`src/bp_cfg_pkg.sv`:
```
// Constants for the battery protection configuration and event register bank
package bp_cfg_pkg;
    localparam int ADDR_W = 12;
    localparam logic [11:0] OFS_DEEP_UV = 12'he5b;
    localparam logic [11:0] OFS_IRQ_EN = 12'he74;
    localparam logic [11:0] OFS_DIS_OC = 12'he70;
    localparam logic [11:0] OFS_CHG_OC = 12'he71;
    localparam logic [11:0] OFS_DIS_HC = 12'he72;
    localparam logic [11:0] OFS_CHG_HC = 12'he73;
    localparam logic [11:0] OFS_IRQ_FLAGS = 12'he75;
    localparam logic [11:0] OFS_LOCK = 12'he76;
    localparam logic [11:0] OFS_STATUS = 12'he77;
    localparam logic [7:0] RST_DEEP_UV = 8'h00;
    localparam logic [7:0] RST_IRQ_EN = 8'h00;
    localparam logic [7:0] RST_IRQ_FLAGS = 8'h00;
    localparam logic [7:0] RST_LEVEL = 8'hf3;
    localparam logic [7:0] MASK_LOW6 = 8'h3f;
    localparam int FLAG_UV = 5;
    localparam int FLAG_SHORT = 4;
    localparam int FLAG_DIS_OC = 3;
    localparam int FLAG_CHG_OC = 2;
    localparam int FLAG_DIS_HC = 1;
    localparam int FLAG_CHG_HC = 0;
    localparam int DLY_LSB = 4;
    localparam int LVL_MSB = 3;
    localparam int LOCK_EN_BIT = 1;
    localparam int LOCK_BIT = 0;
    localparam logic [2:0] LOCK_WINDOW = 3'h4;
    localparam logic [1:0] SLOW_EDGES = 2'h3;
    localparam logic [1:0] CPU_CYCLES = 2'h3;
    // Valid threshold codes, lowest to highest threshold
    localparam int NUM_CODES = 27;
    localparam logic [7:0] CODE_TABLE [NUM_CODES] = '{
        8'hf3, 8'hf4, 8'hf5, 8'hf6, 8'hf7, 8'hf8, 8'hf9, 8'hfa, 8'hfb, 8'hfc, 8'hfd,
        8'h78, 8'h79, 8'h7a, 8'h7b, 8'h7c, 8'h7d, 8'h7e, 8'h7f,
        8'h39, 8'h3a, 8'h3b, 8'h3c, 8'h3d, 8'h3e, 8'h3f, 8'h19};
endpackage

```
`src/bp_cfg_regs.sv`:
```
// Battery protection threshold, deep under-voltage and interrupt register bank
// Summary of operation
// - Threshold register ignores writes until its guard time has passed.
// - Discharge over-current level holds an 8-bit code, discharge table.
// - Charge over-current level holds an 8-bit code, charge table.
// - Discharge high-current level holds an 8-bit code, discharge table.
// - Charge high-current level holds an 8-bit code, charge table.
// - Threshold codes form a non-linear set decoded by table lookup.
// - Deep under-voltage register resets to zero; bits 7:6 read zero.
// - Bits 5:4 pick delay 750, 1000, 1250 or 1500 ms.
// - Bits 3:0 pick one of sixteen detection voltages.
// - Interrupt enable register resets zero, six enables, top bits zero.
// - Under-voltage warning flag sets when 250 ms of delay remain.
// - Under-voltage warning flag stays until software writes zero to it.
// - Short-circuit flag sets when a short-circuit violation is detected.
// - Over-current and high-current flags set on matching violations.
// - Those flags clear only on a written zero; a one leaves them.
// - Flag register bits 7:6 always read zero.
// - Two-step lock sequence write-protects thresholds until hardware reset.
//
// The strobed register port was decided locally.
module bp_cfg_regs
    import bp_cfg_pkg::*;
(
    input wire logic ref_clk_in,
    input wire logic rst_in,
    input wire logic [11:0] addr_in,
    input wire logic [7:0] wdata_in,
    input wire logic wr_in,
    input wire logic rd_in,
    output logic [7:0] rdata_out,
    input wire logic slow_osc_in,
    input wire logic uv_warning_in,
    input wire logic short_event_in,
    input wire logic dis_oc_event_in,
    input wire logic chg_oc_event_in,
    input wire logic dis_hc_event_in,
    input wire logic chg_hc_event_in,
    output logic [7:0] dis_oc_threshold_code_out,
    output logic [7:0] chg_oc_threshold_code_out,
    output logic [7:0] dis_hc_threshold_code_out,
    output logic [7:0] chg_hc_threshold_code_out,
    output logic [4:0] dis_oc_index_out,
    output logic [4:0] chg_oc_index_out,
    output logic [4:0] dis_hc_index_out,
    output logic [4:0] chg_hc_index_out,
    output logic [1:0] undervoltage_delay_sel_out,
    output logic [3:0] undervoltage_level_sel_out,
    output logic irq_out
);
    logic [7:0] level [4];
    logic [7:0] shadow [4];
    logic [4:0] index [4];
    logic [3:0] busy;
    logic [1:0] edges [4];
    logic [1:0] cpu_cnt [4];
    logic [5:0] deep_uv;
    logic [5:0] irq_en;
    logic [5:0] flags;
    logic [5:0] events;
    logic [2:0] osc_sync;
    logic slow_tick;
    logic osc_prev;
    logic locked;
    logic lock_armed;
    logic [2:0] lock_cnt;
    logic [11:0] level_ofs [4];

    assign level_ofs[0] = OFS_DIS_OC;
    assign level_ofs[1] = OFS_CHG_OC;
    assign level_ofs[2] = OFS_DIS_HC;
    assign level_ofs[3] = OFS_CHG_HC;
    assign events = {uv_warning_in, short_event_in, dis_oc_event_in, chg_oc_event_in,
                     dis_hc_event_in, chg_hc_event_in};

    // Slow oscillator is asynchronous: three stages, edge once stages two and three agree
    always_ff @(posedge ref_clk_in) begin
        if (rst_in) begin
            osc_sync <= 3'h0;
            osc_prev <= 1'b0;
            slow_tick <= 1'b0;
        end else begin
            osc_sync <= {osc_sync[1:0], slow_osc_in};
            if (osc_sync[2] == osc_sync[1]) begin
                osc_prev <= osc_sync[2];
            end
            slow_tick <= (osc_sync[2] == osc_sync[1]) && osc_sync[2] && !osc_prev;
        end
    end

    // Parameter lock: arm with both bits set, commit within four cycles
    always_ff @(posedge ref_clk_in) begin
        if (rst_in) begin
            locked <= 1'b0;
            lock_armed <= 1'b0;
            lock_cnt <= 3'h0;
        end else if (wr_in && addr_in == OFS_LOCK) begin
            if (wdata_in[LOCK_EN_BIT] && wdata_in[LOCK_BIT]) begin
                lock_armed <= 1'b1;
                lock_cnt <= LOCK_WINDOW;
            end else if (lock_armed && !wdata_in[LOCK_EN_BIT] && wdata_in[LOCK_BIT]) begin
                locked <= 1'b1;
                lock_armed <= 1'b0;
            end else begin
                lock_armed <= 1'b0;
            end
        end else if (lock_armed) begin
            lock_cnt <= lock_cnt - 3'h1;
            if (lock_cnt == 3'h1) begin
                lock_armed <= 1'b0;
            end
        end
    end

    generate
        for (genvar i = 0; i < 4; i++) begin : g_level
            logic hit;
            assign hit = wr_in && addr_in == level_ofs[i] && !locked;
            // Guard: level held stable while slow side samples it, then CPU cycles
            always_ff @(posedge ref_clk_in) begin
                if (rst_in) begin
                    level[i] <= RST_LEVEL;
                    shadow[i] <= RST_LEVEL;
                    busy[i] <= 1'b0;
                    edges[i] <= 2'h0;
                    cpu_cnt[i] <= 2'h0;
                end else if (!busy[i]) begin
                    if (hit) begin
                        level[i] <= wdata_in;
                        busy[i] <= 1'b1;
                        edges[i] <= 2'h0;
                        cpu_cnt[i] <= 2'h0;
                    end
                end else if (edges[i] != SLOW_EDGES) begin
                    if (slow_tick) begin
                        edges[i] <= edges[i] + 2'h1;
                        if (edges[i] == 2'h1) begin
                            shadow[i] <= level[i];
                        end
                    end
                end else if (cpu_cnt[i] != CPU_CYCLES - 2'h1) begin
                    cpu_cnt[i] <= cpu_cnt[i] + 2'h1;
                end else begin
                    busy[i] <= 1'b0;
                end
            end
            // Non-linear code set: decode by lookup, invalid codes give index 0
            always_ff @(posedge ref_clk_in) begin
                if (rst_in) begin
                    index[i] <= 5'h0;
                end else begin
                    index[i] <= 5'h0;
                    for (int k = 0; k < NUM_CODES; k++) begin
                        if (shadow[i] == CODE_TABLE[k]) begin
                            index[i] <= 5'(k);
                        end
                    end
                end
            end
            AST_GUARD_HOLDS: assert property (@(posedge ref_clk_in) disable iff (rst_in)
                (busy[i] && wr_in && addr_in == level_ofs[i]) |=> $stable(level[i]))
                else $error("threshold changed during guard time");
            AST_LOCK_BLOCKS: assert property (@(posedge ref_clk_in) disable iff (rst_in)
                locked |=> $stable(level[i]))
                else $error("threshold changed while locked");
            AST_IDLE_WRITE: assert property (@(posedge ref_clk_in) disable iff (rst_in)
                (!busy[i] && hit) |=> level[i] == $past(wdata_in))
                else $error("threshold write not taken");
            AST_BUSY_SETS: assert property (@(posedge ref_clk_in) disable iff (rst_in)
                (!busy[i] && hit) |=> busy[i])
                else $error("guard not started");
            AST_SHADOW_SLOW: assert property (@(posedge ref_clk_in) disable iff (rst_in)
                !slow_tick |=> $stable(shadow[i]))
                else $error("committed code moved off a slow edge");
            AST_INDEX_RANGE: assert property (@(posedge ref_clk_in) disable iff (rst_in)
                index[i] < 5'h1b)
                else $error("index out of table");
            AST_INDEX_FIRST: assert property (@(posedge ref_clk_in) disable iff (rst_in)
                (shadow[i] == CODE_TABLE[0]) |=> index[i] == 5'h00)
                else $error("lowest code index wrong");
            AST_INDEX_LAST: assert property (@(posedge ref_clk_in) disable iff (rst_in)
                (shadow[i] == CODE_TABLE[NUM_CODES - 1]) |=> index[i] == 5'h1a)
                else $error("highest code index wrong");
        end
    endgenerate

    always_ff @(posedge ref_clk_in) begin
        if (rst_in) begin
            deep_uv <= RST_DEEP_UV[5:0];
            irq_en <= RST_IRQ_EN[5:0];
        end else if (wr_in) begin
            if (addr_in == OFS_DEEP_UV) begin
                deep_uv <= wdata_in[5:0];
            end
            if (addr_in == OFS_IRQ_EN) begin
                irq_en <= wdata_in[5:0];
            end
        end
    end

    // Set wins over a simultaneous written zero so no event is lost
    always_ff @(posedge ref_clk_in) begin
        if (rst_in) begin
            flags <= RST_IRQ_FLAGS[5:0];
        end else if (wr_in && addr_in == OFS_IRQ_FLAGS) begin
            flags <= (flags & wdata_in[5:0]) | events;
        end else begin
            flags <= flags | events;
        end
    end

    always_ff @(posedge ref_clk_in) begin
        if (rst_in) begin
            irq_out <= 1'b0;
        end else begin
            irq_out <= |(flags & irq_en);
        end
    end

    always_ff @(posedge ref_clk_in) begin
        if (rst_in) begin
            rdata_out <= 8'h00;
        end else if (rd_in) begin
            unique case (addr_in)
                OFS_DIS_OC: rdata_out <= level[0];
                OFS_CHG_OC: rdata_out <= level[1];
                OFS_DIS_HC: rdata_out <= level[2];
                OFS_CHG_HC: rdata_out <= level[3];
                OFS_DEEP_UV: rdata_out <= {2'b00, deep_uv};
                OFS_IRQ_EN: rdata_out <= {2'b00, irq_en};
                OFS_IRQ_FLAGS: rdata_out <= {2'b00, flags};
                OFS_LOCK: rdata_out <= {6'h00, lock_armed, locked};
                OFS_STATUS: rdata_out <= {4'h0, busy};
                default: rdata_out <= 8'h00;
            endcase
        end else begin
            rdata_out <= 8'h00;
        end
    end

    always_ff @(posedge ref_clk_in) begin
        if (rst_in) begin
            dis_oc_threshold_code_out <= RST_LEVEL;
            chg_oc_threshold_code_out <= RST_LEVEL;
            dis_hc_threshold_code_out <= RST_LEVEL;
            chg_hc_threshold_code_out <= RST_LEVEL;
            dis_oc_index_out <= 5'h0;
            chg_oc_index_out <= 5'h0;
            dis_hc_index_out <= 5'h0;
            chg_hc_index_out <= 5'h0;
            undervoltage_delay_sel_out <= 2'h0;
            undervoltage_level_sel_out <= 4'h0;
        end else begin
            dis_oc_threshold_code_out <= shadow[0];
            chg_oc_threshold_code_out <= shadow[1];
            dis_hc_threshold_code_out <= shadow[2];
            chg_hc_threshold_code_out <= shadow[3];
            dis_oc_index_out <= index[0];
            chg_oc_index_out <= index[1];
            dis_hc_index_out <= index[2];
            chg_hc_index_out <= index[3];
            undervoltage_delay_sel_out <= deep_uv[5:DLY_LSB];
            undervoltage_level_sel_out <= deep_uv[LVL_MSB:0];
        end
    end

    AST_FLAG_SET: assert property (@(posedge ref_clk_in) disable iff (rst_in)
        events[FLAG_DIS_OC] |=> flags[FLAG_DIS_OC])
        else $error("over-current flag not set");
    AST_SHORT_SET: assert property (@(posedge ref_clk_in) disable iff (rst_in)
        events[FLAG_SHORT] |=> flags[FLAG_SHORT])
        else $error("short flag not set");
    AST_UV_SET: assert property (@(posedge ref_clk_in) disable iff (rst_in)
        events[FLAG_UV] |=> flags[FLAG_UV])
        else $error("warning flag not set");
    AST_ONE_KEEPS: assert property (@(posedge ref_clk_in) disable iff (rst_in)
        (wr_in && addr_in == OFS_IRQ_FLAGS) |=> ((flags & $past(flags & wdata_in[5:0])) == $past(flags & wdata_in[5:0])))
        else $error("flag cleared by a written one");
    AST_UV_HOLD: assert property (@(posedge ref_clk_in) disable iff (rst_in)
        (flags[FLAG_UV] && !(wr_in && addr_in == OFS_IRQ_FLAGS)) |=> flags[FLAG_UV])
        else $error("warning flag dropped without clear");
    AST_IRQ: assert property (@(posedge ref_clk_in) disable iff (rst_in)
        (|(flags & irq_en)) |=> irq_out)
        else $error("interrupt not raised");
    AST_RD_RES: assert property (@(posedge ref_clk_in) disable iff (rst_in)
        (rd_in && addr_in == OFS_IRQ_FLAGS) |=> rdata_out[7:6] == 2'b00)
        else $error("reserved flag bits nonzero");
    AST_UV_RES: assert property (@(posedge ref_clk_in) disable iff (rst_in)
        (rd_in && addr_in == OFS_DEEP_UV) |=> rdata_out[7:6] == 2'b00)
        else $error("reserved config bits nonzero");
    AST_DLY_OUT: assert property (@(posedge ref_clk_in) disable iff (rst_in)
        (wr_in && addr_in == OFS_DEEP_UV) |=> ##1 undervoltage_delay_sel_out == $past(wdata_in[5:4], 2))
        else $error("delay select not forwarded");
    AST_LVL_OUT: assert property (@(posedge ref_clk_in) disable iff (rst_in)
        (wr_in && addr_in == OFS_DEEP_UV) |=> ##1 undervoltage_level_sel_out == $past(wdata_in[3:0], 2))
        else $error("level select not forwarded");
    AST_UV_CLEAR: assert property (@(posedge ref_clk_in) disable iff (rst_in)
        (wr_in && addr_in == OFS_IRQ_FLAGS && !wdata_in[FLAG_UV] && !events[FLAG_UV]) |=> !flags[FLAG_UV])
        else $error("warning flag not cleared");
    AST_SHORT_CLEAR: assert property (@(posedge ref_clk_in) disable iff (rst_in)
        (wr_in && addr_in == OFS_IRQ_FLAGS && !wdata_in[FLAG_SHORT] && !events[FLAG_SHORT]) |=> !flags[FLAG_SHORT])
        else $error("short flag not cleared");
    AST_DOC_CLEAR: assert property (@(posedge ref_clk_in) disable iff (rst_in)
        (wr_in && addr_in == OFS_IRQ_FLAGS && !wdata_in[FLAG_DIS_OC] && !events[FLAG_DIS_OC]) |=> !flags[FLAG_DIS_OC])
        else $error("flag not cleared");
    AST_COC_CLEAR: assert property (@(posedge ref_clk_in) disable iff (rst_in)
        (wr_in && addr_in == OFS_IRQ_FLAGS && !wdata_in[FLAG_CHG_OC] && !events[FLAG_CHG_OC]) |=> !flags[FLAG_CHG_OC])
        else $error("flag not cleared");
    AST_DHC_CLEAR: assert property (@(posedge ref_clk_in) disable iff (rst_in)
        (wr_in && addr_in == OFS_IRQ_FLAGS && !wdata_in[FLAG_DIS_HC] && !events[FLAG_DIS_HC]) |=> !flags[FLAG_DIS_HC])
        else $error("flag not cleared");
    AST_CHC_CLEAR: assert property (@(posedge ref_clk_in) disable iff (rst_in)
        (wr_in && addr_in == OFS_IRQ_FLAGS && !wdata_in[FLAG_CHG_HC] && !events[FLAG_CHG_HC]) |=> !flags[FLAG_CHG_HC])
        else $error("flag not cleared");
    AST_COC_SET: assert property (@(posedge ref_clk_in) disable iff (rst_in)
        events[FLAG_CHG_OC] |=> flags[FLAG_CHG_OC])
        else $error("flag not set");
    AST_DHC_SET: assert property (@(posedge ref_clk_in) disable iff (rst_in)
        events[FLAG_DIS_HC] |=> flags[FLAG_DIS_HC])
        else $error("flag not set");
    AST_CHC_SET: assert property (@(posedge ref_clk_in) disable iff (rst_in)
        events[FLAG_CHG_HC] |=> flags[FLAG_CHG_HC])
        else $error("flag not set");
    AST_IRQ_LOW: assert property (@(posedge ref_clk_in) disable iff (rst_in)
        !(|(flags & irq_en)) |=> !irq_out)
        else $error("interrupt without enabled flag");
    AST_EN_RES: assert property (@(posedge ref_clk_in) disable iff (rst_in)
        (rd_in && addr_in == OFS_IRQ_EN) |=> rdata_out[7:6] == 2'b00)
        else $error("reserved enable bits nonzero");
    AST_EN_WRITE: assert property (@(posedge ref_clk_in) disable iff (rst_in)
        (wr_in && addr_in == OFS_IRQ_EN) |=> irq_en == $past(wdata_in[5:0]))
        else $error("enable write lost");
    AST_UV_WRITE: assert property (@(posedge ref_clk_in) disable iff (rst_in)
        (wr_in && addr_in == OFS_DEEP_UV) |=> deep_uv == $past(wdata_in[5:0]))
        else $error("config write lost");
    AST_FLAG_RD: assert property (@(posedge ref_clk_in) disable iff (rst_in)
        (rd_in && addr_in == OFS_IRQ_FLAGS) |=> rdata_out[5:0] == $past(flags))
        else $error("flag readback wrong");
    AST_EN_RD: assert property (@(posedge ref_clk_in) disable iff (rst_in)
        (rd_in && addr_in == OFS_IRQ_EN) |=> rdata_out[5:0] == $past(irq_en))
        else $error("enable readback wrong");
    AST_UV_RD: assert property (@(posedge ref_clk_in) disable iff (rst_in)
        (rd_in && addr_in == OFS_DEEP_UV) |=> rdata_out[5:0] == $past(deep_uv))
        else $error("config readback wrong");
    AST_RD_IDLE: assert property (@(posedge ref_clk_in) disable iff (rst_in)
        !rd_in |=> rdata_out == 8'h00)
        else $error("read data outside its cycle");
    AST_LOCK_STAYS: assert property (@(posedge ref_clk_in) disable iff (rst_in)
        locked |=> locked)
        else $error("lock released before reset");
    AST_ARM_LIMIT: assert property (@(posedge ref_clk_in) disable iff (rst_in)
        lock_cnt <= LOCK_WINDOW)
        else $error("lock window too long");
    AST_TICK_SINGLE: assert property (@(posedge ref_clk_in) disable iff (rst_in)
        slow_tick |=> !slow_tick)
        else $error("slow edge counted twice");
    AST_DOC_OUT: assert property (@(posedge ref_clk_in) disable iff (rst_in)
        1'b1 |=> dis_oc_threshold_code_out == $past(shadow[0]))
        else $error("code output stale");
    AST_COC_OUT: assert property (@(posedge ref_clk_in) disable iff (rst_in)
        1'b1 |=> chg_oc_threshold_code_out == $past(shadow[1]))
        else $error("code output stale");
    AST_DHC_OUT: assert property (@(posedge ref_clk_in) disable iff (rst_in)
        1'b1 |=> dis_hc_threshold_code_out == $past(shadow[2]))
        else $error("code output stale");
    AST_CHC_OUT: assert property (@(posedge ref_clk_in) disable iff (rst_in)
        1'b1 |=> chg_hc_threshold_code_out == $past(shadow[3]))
        else $error("code output stale");
endmodule
```
`config.mk`:
```
export PLATFORM = sky130hd
export DESIGN_NAME = bp_cfg_regs
export DESIGN_NICKNAME = d
export VERILOG_FILES = /design/src/bp_cfg_pkg.sv /design/src/bp_cfg_regs.sv
export SDC_FILE = /design/constraint.sdc
export NUM_CORES = 1
export LEC_CHECK = 0
export BUFFER_PORTS_ARGS = -buffer_cell sky130_fd_sc_hd__buf_2
export CORE_MARGIN = 4
export CORE_UTILIZATION = 25
export DETAILED_ROUTE_END_ITERATION = 16
export PLACE_DENSITY = 0.48
export RECOVER_POWER = 25
export SETUP_SLACK_MARGIN = 0.4
export SLEW_MARGIN = 20
export SYNTH_ARGS = -nofsm -noshare
export SYNTH_HDL_FRONTEND = slang
export SYNTH_SLANG_ARGS = --single-unit
```
`constraint.sdc`:
```
create_clock -name ref_clk_in -period 4.6 [get_ports ref_clk_in]
set_input_delay 0.46 -clock ref_clk_in [delete_from_list [all_inputs] [get_ports ref_clk_in]]
set_output_delay 0.46 -clock ref_clk_in [all_outputs]
set_load 0.01 [all_outputs]
```
==> metrics.md <==
| Metric | Value |
|---|---|
| Syn Area/Cell | 10.4 um^2 |
| Switching power total | 0.855 mW |
| Crit Reg-Reg Endpoint | shadow[1][4] |
| GR Layer Usage met1 | 0.164 |
| Clock sink count | 199 |
| Routed Antenna Nets | 0 |
| Crit share post-route | 0.484 |
| Setup Viol. Count Final | 0 |
| Top-count cell post-synth | dfxtp_1 |
| FP Rows | 67 |
| CTS buffer count | 17 |
| Post-synth EDFFs | 85 |
| CTS tree | yes |
| Final WL | 21700 um |
| R2R Setup Slk | 2430 ps |
| Sw Share | 0.243 |
| Pint | 2.66 mW |
| Die W | 194 um |
| Dpl cell area | 9530 um^2 |
| Critical Path RT | 4790 ps |
| Worst Path Max Fanout | 46 |
| Die Y | 194 um |
| CTS H-tree depth | 4 |
| Pwr dens | 349 nW/um^2 |
| DPL Wire Length | 15700 um |
| Post-synthesis cell count | 830 |
| N_diodes | 0 |
| Synth top area cells | edfxtp_1, dfxtp_1, nor2b_1 |
| Hold-fix buffers, CTS | 0 |
| Grt met2 use | 0.173 |
| Core Box Area | 33900 um^2 |
| Routed WL per cell | 15.9 um |
| FILL cells | 3615 |
| Hold_sp | dis_hc_event_in |
| Min-Delay Path Class | in2reg |
| Outcome | complete, no violations |
| Vias per Instance | 4.51 |
| Placer Congestion | 0.839 |
| Post-route cell area | 10000 um^2 |
| Largest net degree at the start of global routing | 62 |
| Setup Buffers After CTS | 0 |
| Netlist cell types | 70 |
| Synth Flop Type | dfxtp_1 |
| Hold Crit Endpoint | flags[1] |
| Nets@finish | 954 |
| Netlist Area Pre-Place | 8660 um^2 |
| Post_cts resized | 0 |
| Max-Cap Viols | 0 |
| Final hold slack | 245 ps |
| Clk root buf | clkbuf_16 |
| Most Crowded Layer GR | met2 |
| Setup_tns | 0 ps |
| Hold depth | 3 |
| First-pass GRT wire length | 34300 um |
| Pre-antenna DRT Iters | 5 |
| Die area | 37700 um^2 |
| Area leader, netlist | edfxtp_1 |
| RSZ-0062 raised after global routing | no |
| DRT iter0 DRCs | 532 |
| Final worst slack | 2380 ps |
| Final Max Tran Viols | 0 |
| Worst path arrival time | 2410 ps |
| Dpl ws | 2090 ps |
| PnR Total Power | 3.51 mW |
| Worst skew pair latency | 440 ps |
| Comb power frac | 0.044 |
| Setup crit start kind | input port |
| Clock power frac | 0.415 |
| Worst r2r path cells | 3 |
| Share of Yosys cell area claimed by the top area cell type | 0.295 |
| Area growth, synth to finish | 16.0% |
| Clock transition at path regs | 80 ps |
| Yosys reg bits | 199 |
| Peak supply drop | 0.256 mV |
| Syn. warnings | 0 |
| I/O Pins | 98 |
| Post-synth top cells | dfxtp_1, edfxtp_1, nor2_1 |
| IO Port Bufs | 97 |
| Highest clock rate | 0.450 GHz |
| Worst Clk Skew | 13.4 ps |
| FF-to-FF Start | edges[1][0] |
| Max-Slew Margin vs Limit | 0.312 |
| Post-synthesis sequential area ratio | 0.558 |
| Grt ovf | 0 |
| Vias in the first global route | 5953 |
| Vias | 6176 |
| Slew @ Worst Pin | 1020 ps |
| Leakage Power | 3.71 nW |
| Drt drc | 0 |
| CP endpoint kind | flop |
| Post-layout min period | 2220 ps |
| Met3 Use GR | 0.0271 |
| Reg power frac | 0.541 |
| Layout cells sized above 1 | 0.149 |
| Initial antenna violation count | 0 |
| Async set or reset register ratio after synthesis | 0 |
| CTS max path bufs | 2 |
| CP Class | in2reg |
| GRT Util Overall | 0.114 |
| Final Hold Viols | 0 |
| Initial Util | 0.256 |
stage by stage:
step           utilization  std cells
5_1_grt              0.297       1369
6_report             0.297       1369
3_5_place_dp         0.281       1337
3_3_place_gp         0.281       1337
4_1_cts              0.298       1369
2_1_floorplan            -        834
worst max-delay path, stage by stage:
cell and delay [ps]:
buf_4 240, inv_1 470, clkbuf_1 420, and3_1 350, nand2_1 190, or2_1 250
worst max path at each step:
stage / startpoint / end / slack [ps] / cells after the start
6_report: rst_in / level[2][6] / 2380 / 6
5_1_grt: rst_in / level[2][1] / 2200 / 6
4_1_cts: edges[1][0] / shadow[1][4] / 2390 / 3
3_5_place_dp: rst_in / level[2][1] / 2090 / 6
3_3_place_gp: addr_in[1] / rdata_out[6] / 2160 / 6
2_1_floorplan: edges[1][0] / shadow[1][0] / 2720 / 3
kinds of logic (layout without fill, tap and decap cells):
| logic type | after synthesis | after routing | share of synthesized area |
|---|---|---|---|
| and+or+nand+nor | 362 | 362 | 0.233 |
| other | 1 | 5 | 0.000433 |
| adders and majority gates | 17 | 17 | 0.0240 |
| AOI/OAI and AO/OA | 135 | 135 | 0.100 |
| DFF | 199 | 199 | 0.558 |
| xor gates and xnor gates | 5 | 5 | 0.00506 |
| buffers and inverters | 83 | 170 | 0.0407 |
| muxes | 28 | 28 | 0.0384 |
sequential cells by signal (all words and copies together), names as in the netlist, 2 cells and up:
register and count:
dis_hc_index_out 5, osc_sync 3, dis_hc_threshold_code_out 8, undervoltage_delay_sel_out 2, busy 4, cpu_cnt 8
deep_uv 6, flags 6, rdata_out 8, undervoltage_level_sel_out 4, index 20, dis_oc_index_out 5
chg_oc_threshold_code_out 8, edges 8, dis_oc_threshold_code_out 8, level 32, chg_oc_index_out 5, chg_hc_index_out 5
irq_en 6, lock_cnt 3, shadow 32, chg_hc_threshold_code_out 8
cell type report:
class	count	area [um^2]	area share
flip-flops and latches	199	4830	0.481
inverters	39	146	0.0146
well taps	448	561	0.0558
multi-input cells	552	3490	0.347
clock inverters	14	129	0.0128
repair buffers	99	452	0.0450
clock buffers	18	439	0.0437
placed cells by master, fill, tap and decap left out, drive strengths merged, types with 8 or more instances in the layout:
master / count
edfxtp: 85
nor2: 72
a31oi: 8
nand3: 17
a21oi: 51
clkbuf: 57
nand2: 56
o21ai: 24
nor4: 9
dfxtp: 114
inv: 49
and3: 12
mux2i: 22
or2: 50
o22ai: 8
ha: 15
nand4: 8
buf: 60
nor3b: 9
nor2b: 47
nand3b: 10
nor3: 20
nand2b: 29
metal layers:
layer / vias to the layer above / part of all wire / routed length [um]
met2: 171 / 0.44 / 9510
li1: 3065 / - / -
met4: 0 / 0.013 / 283
met3: 16 / 0.051 / 1110
met5: - / 0 / 0
met1: 2924 / 0.50 / 10800
power by group through the flow:
| stage | Combinational [mW] | Sequential (mW) | Clock (mW) |
|---|---|---|---|
| floorplan | 0.103 | 1.92 | 0 |
| global placement | 0.156 | 1.94 | 0 |
| detailed placement | 0.158 | 1.94 | 0 |
| CTS | 0.158 | 1.90 | 1.50 |
| global route | 0.173 | 1.90 | 1.57 |
| finish | 0.155 | 1.90 | 1.46 |
Power figures use the tool's default switching activity.
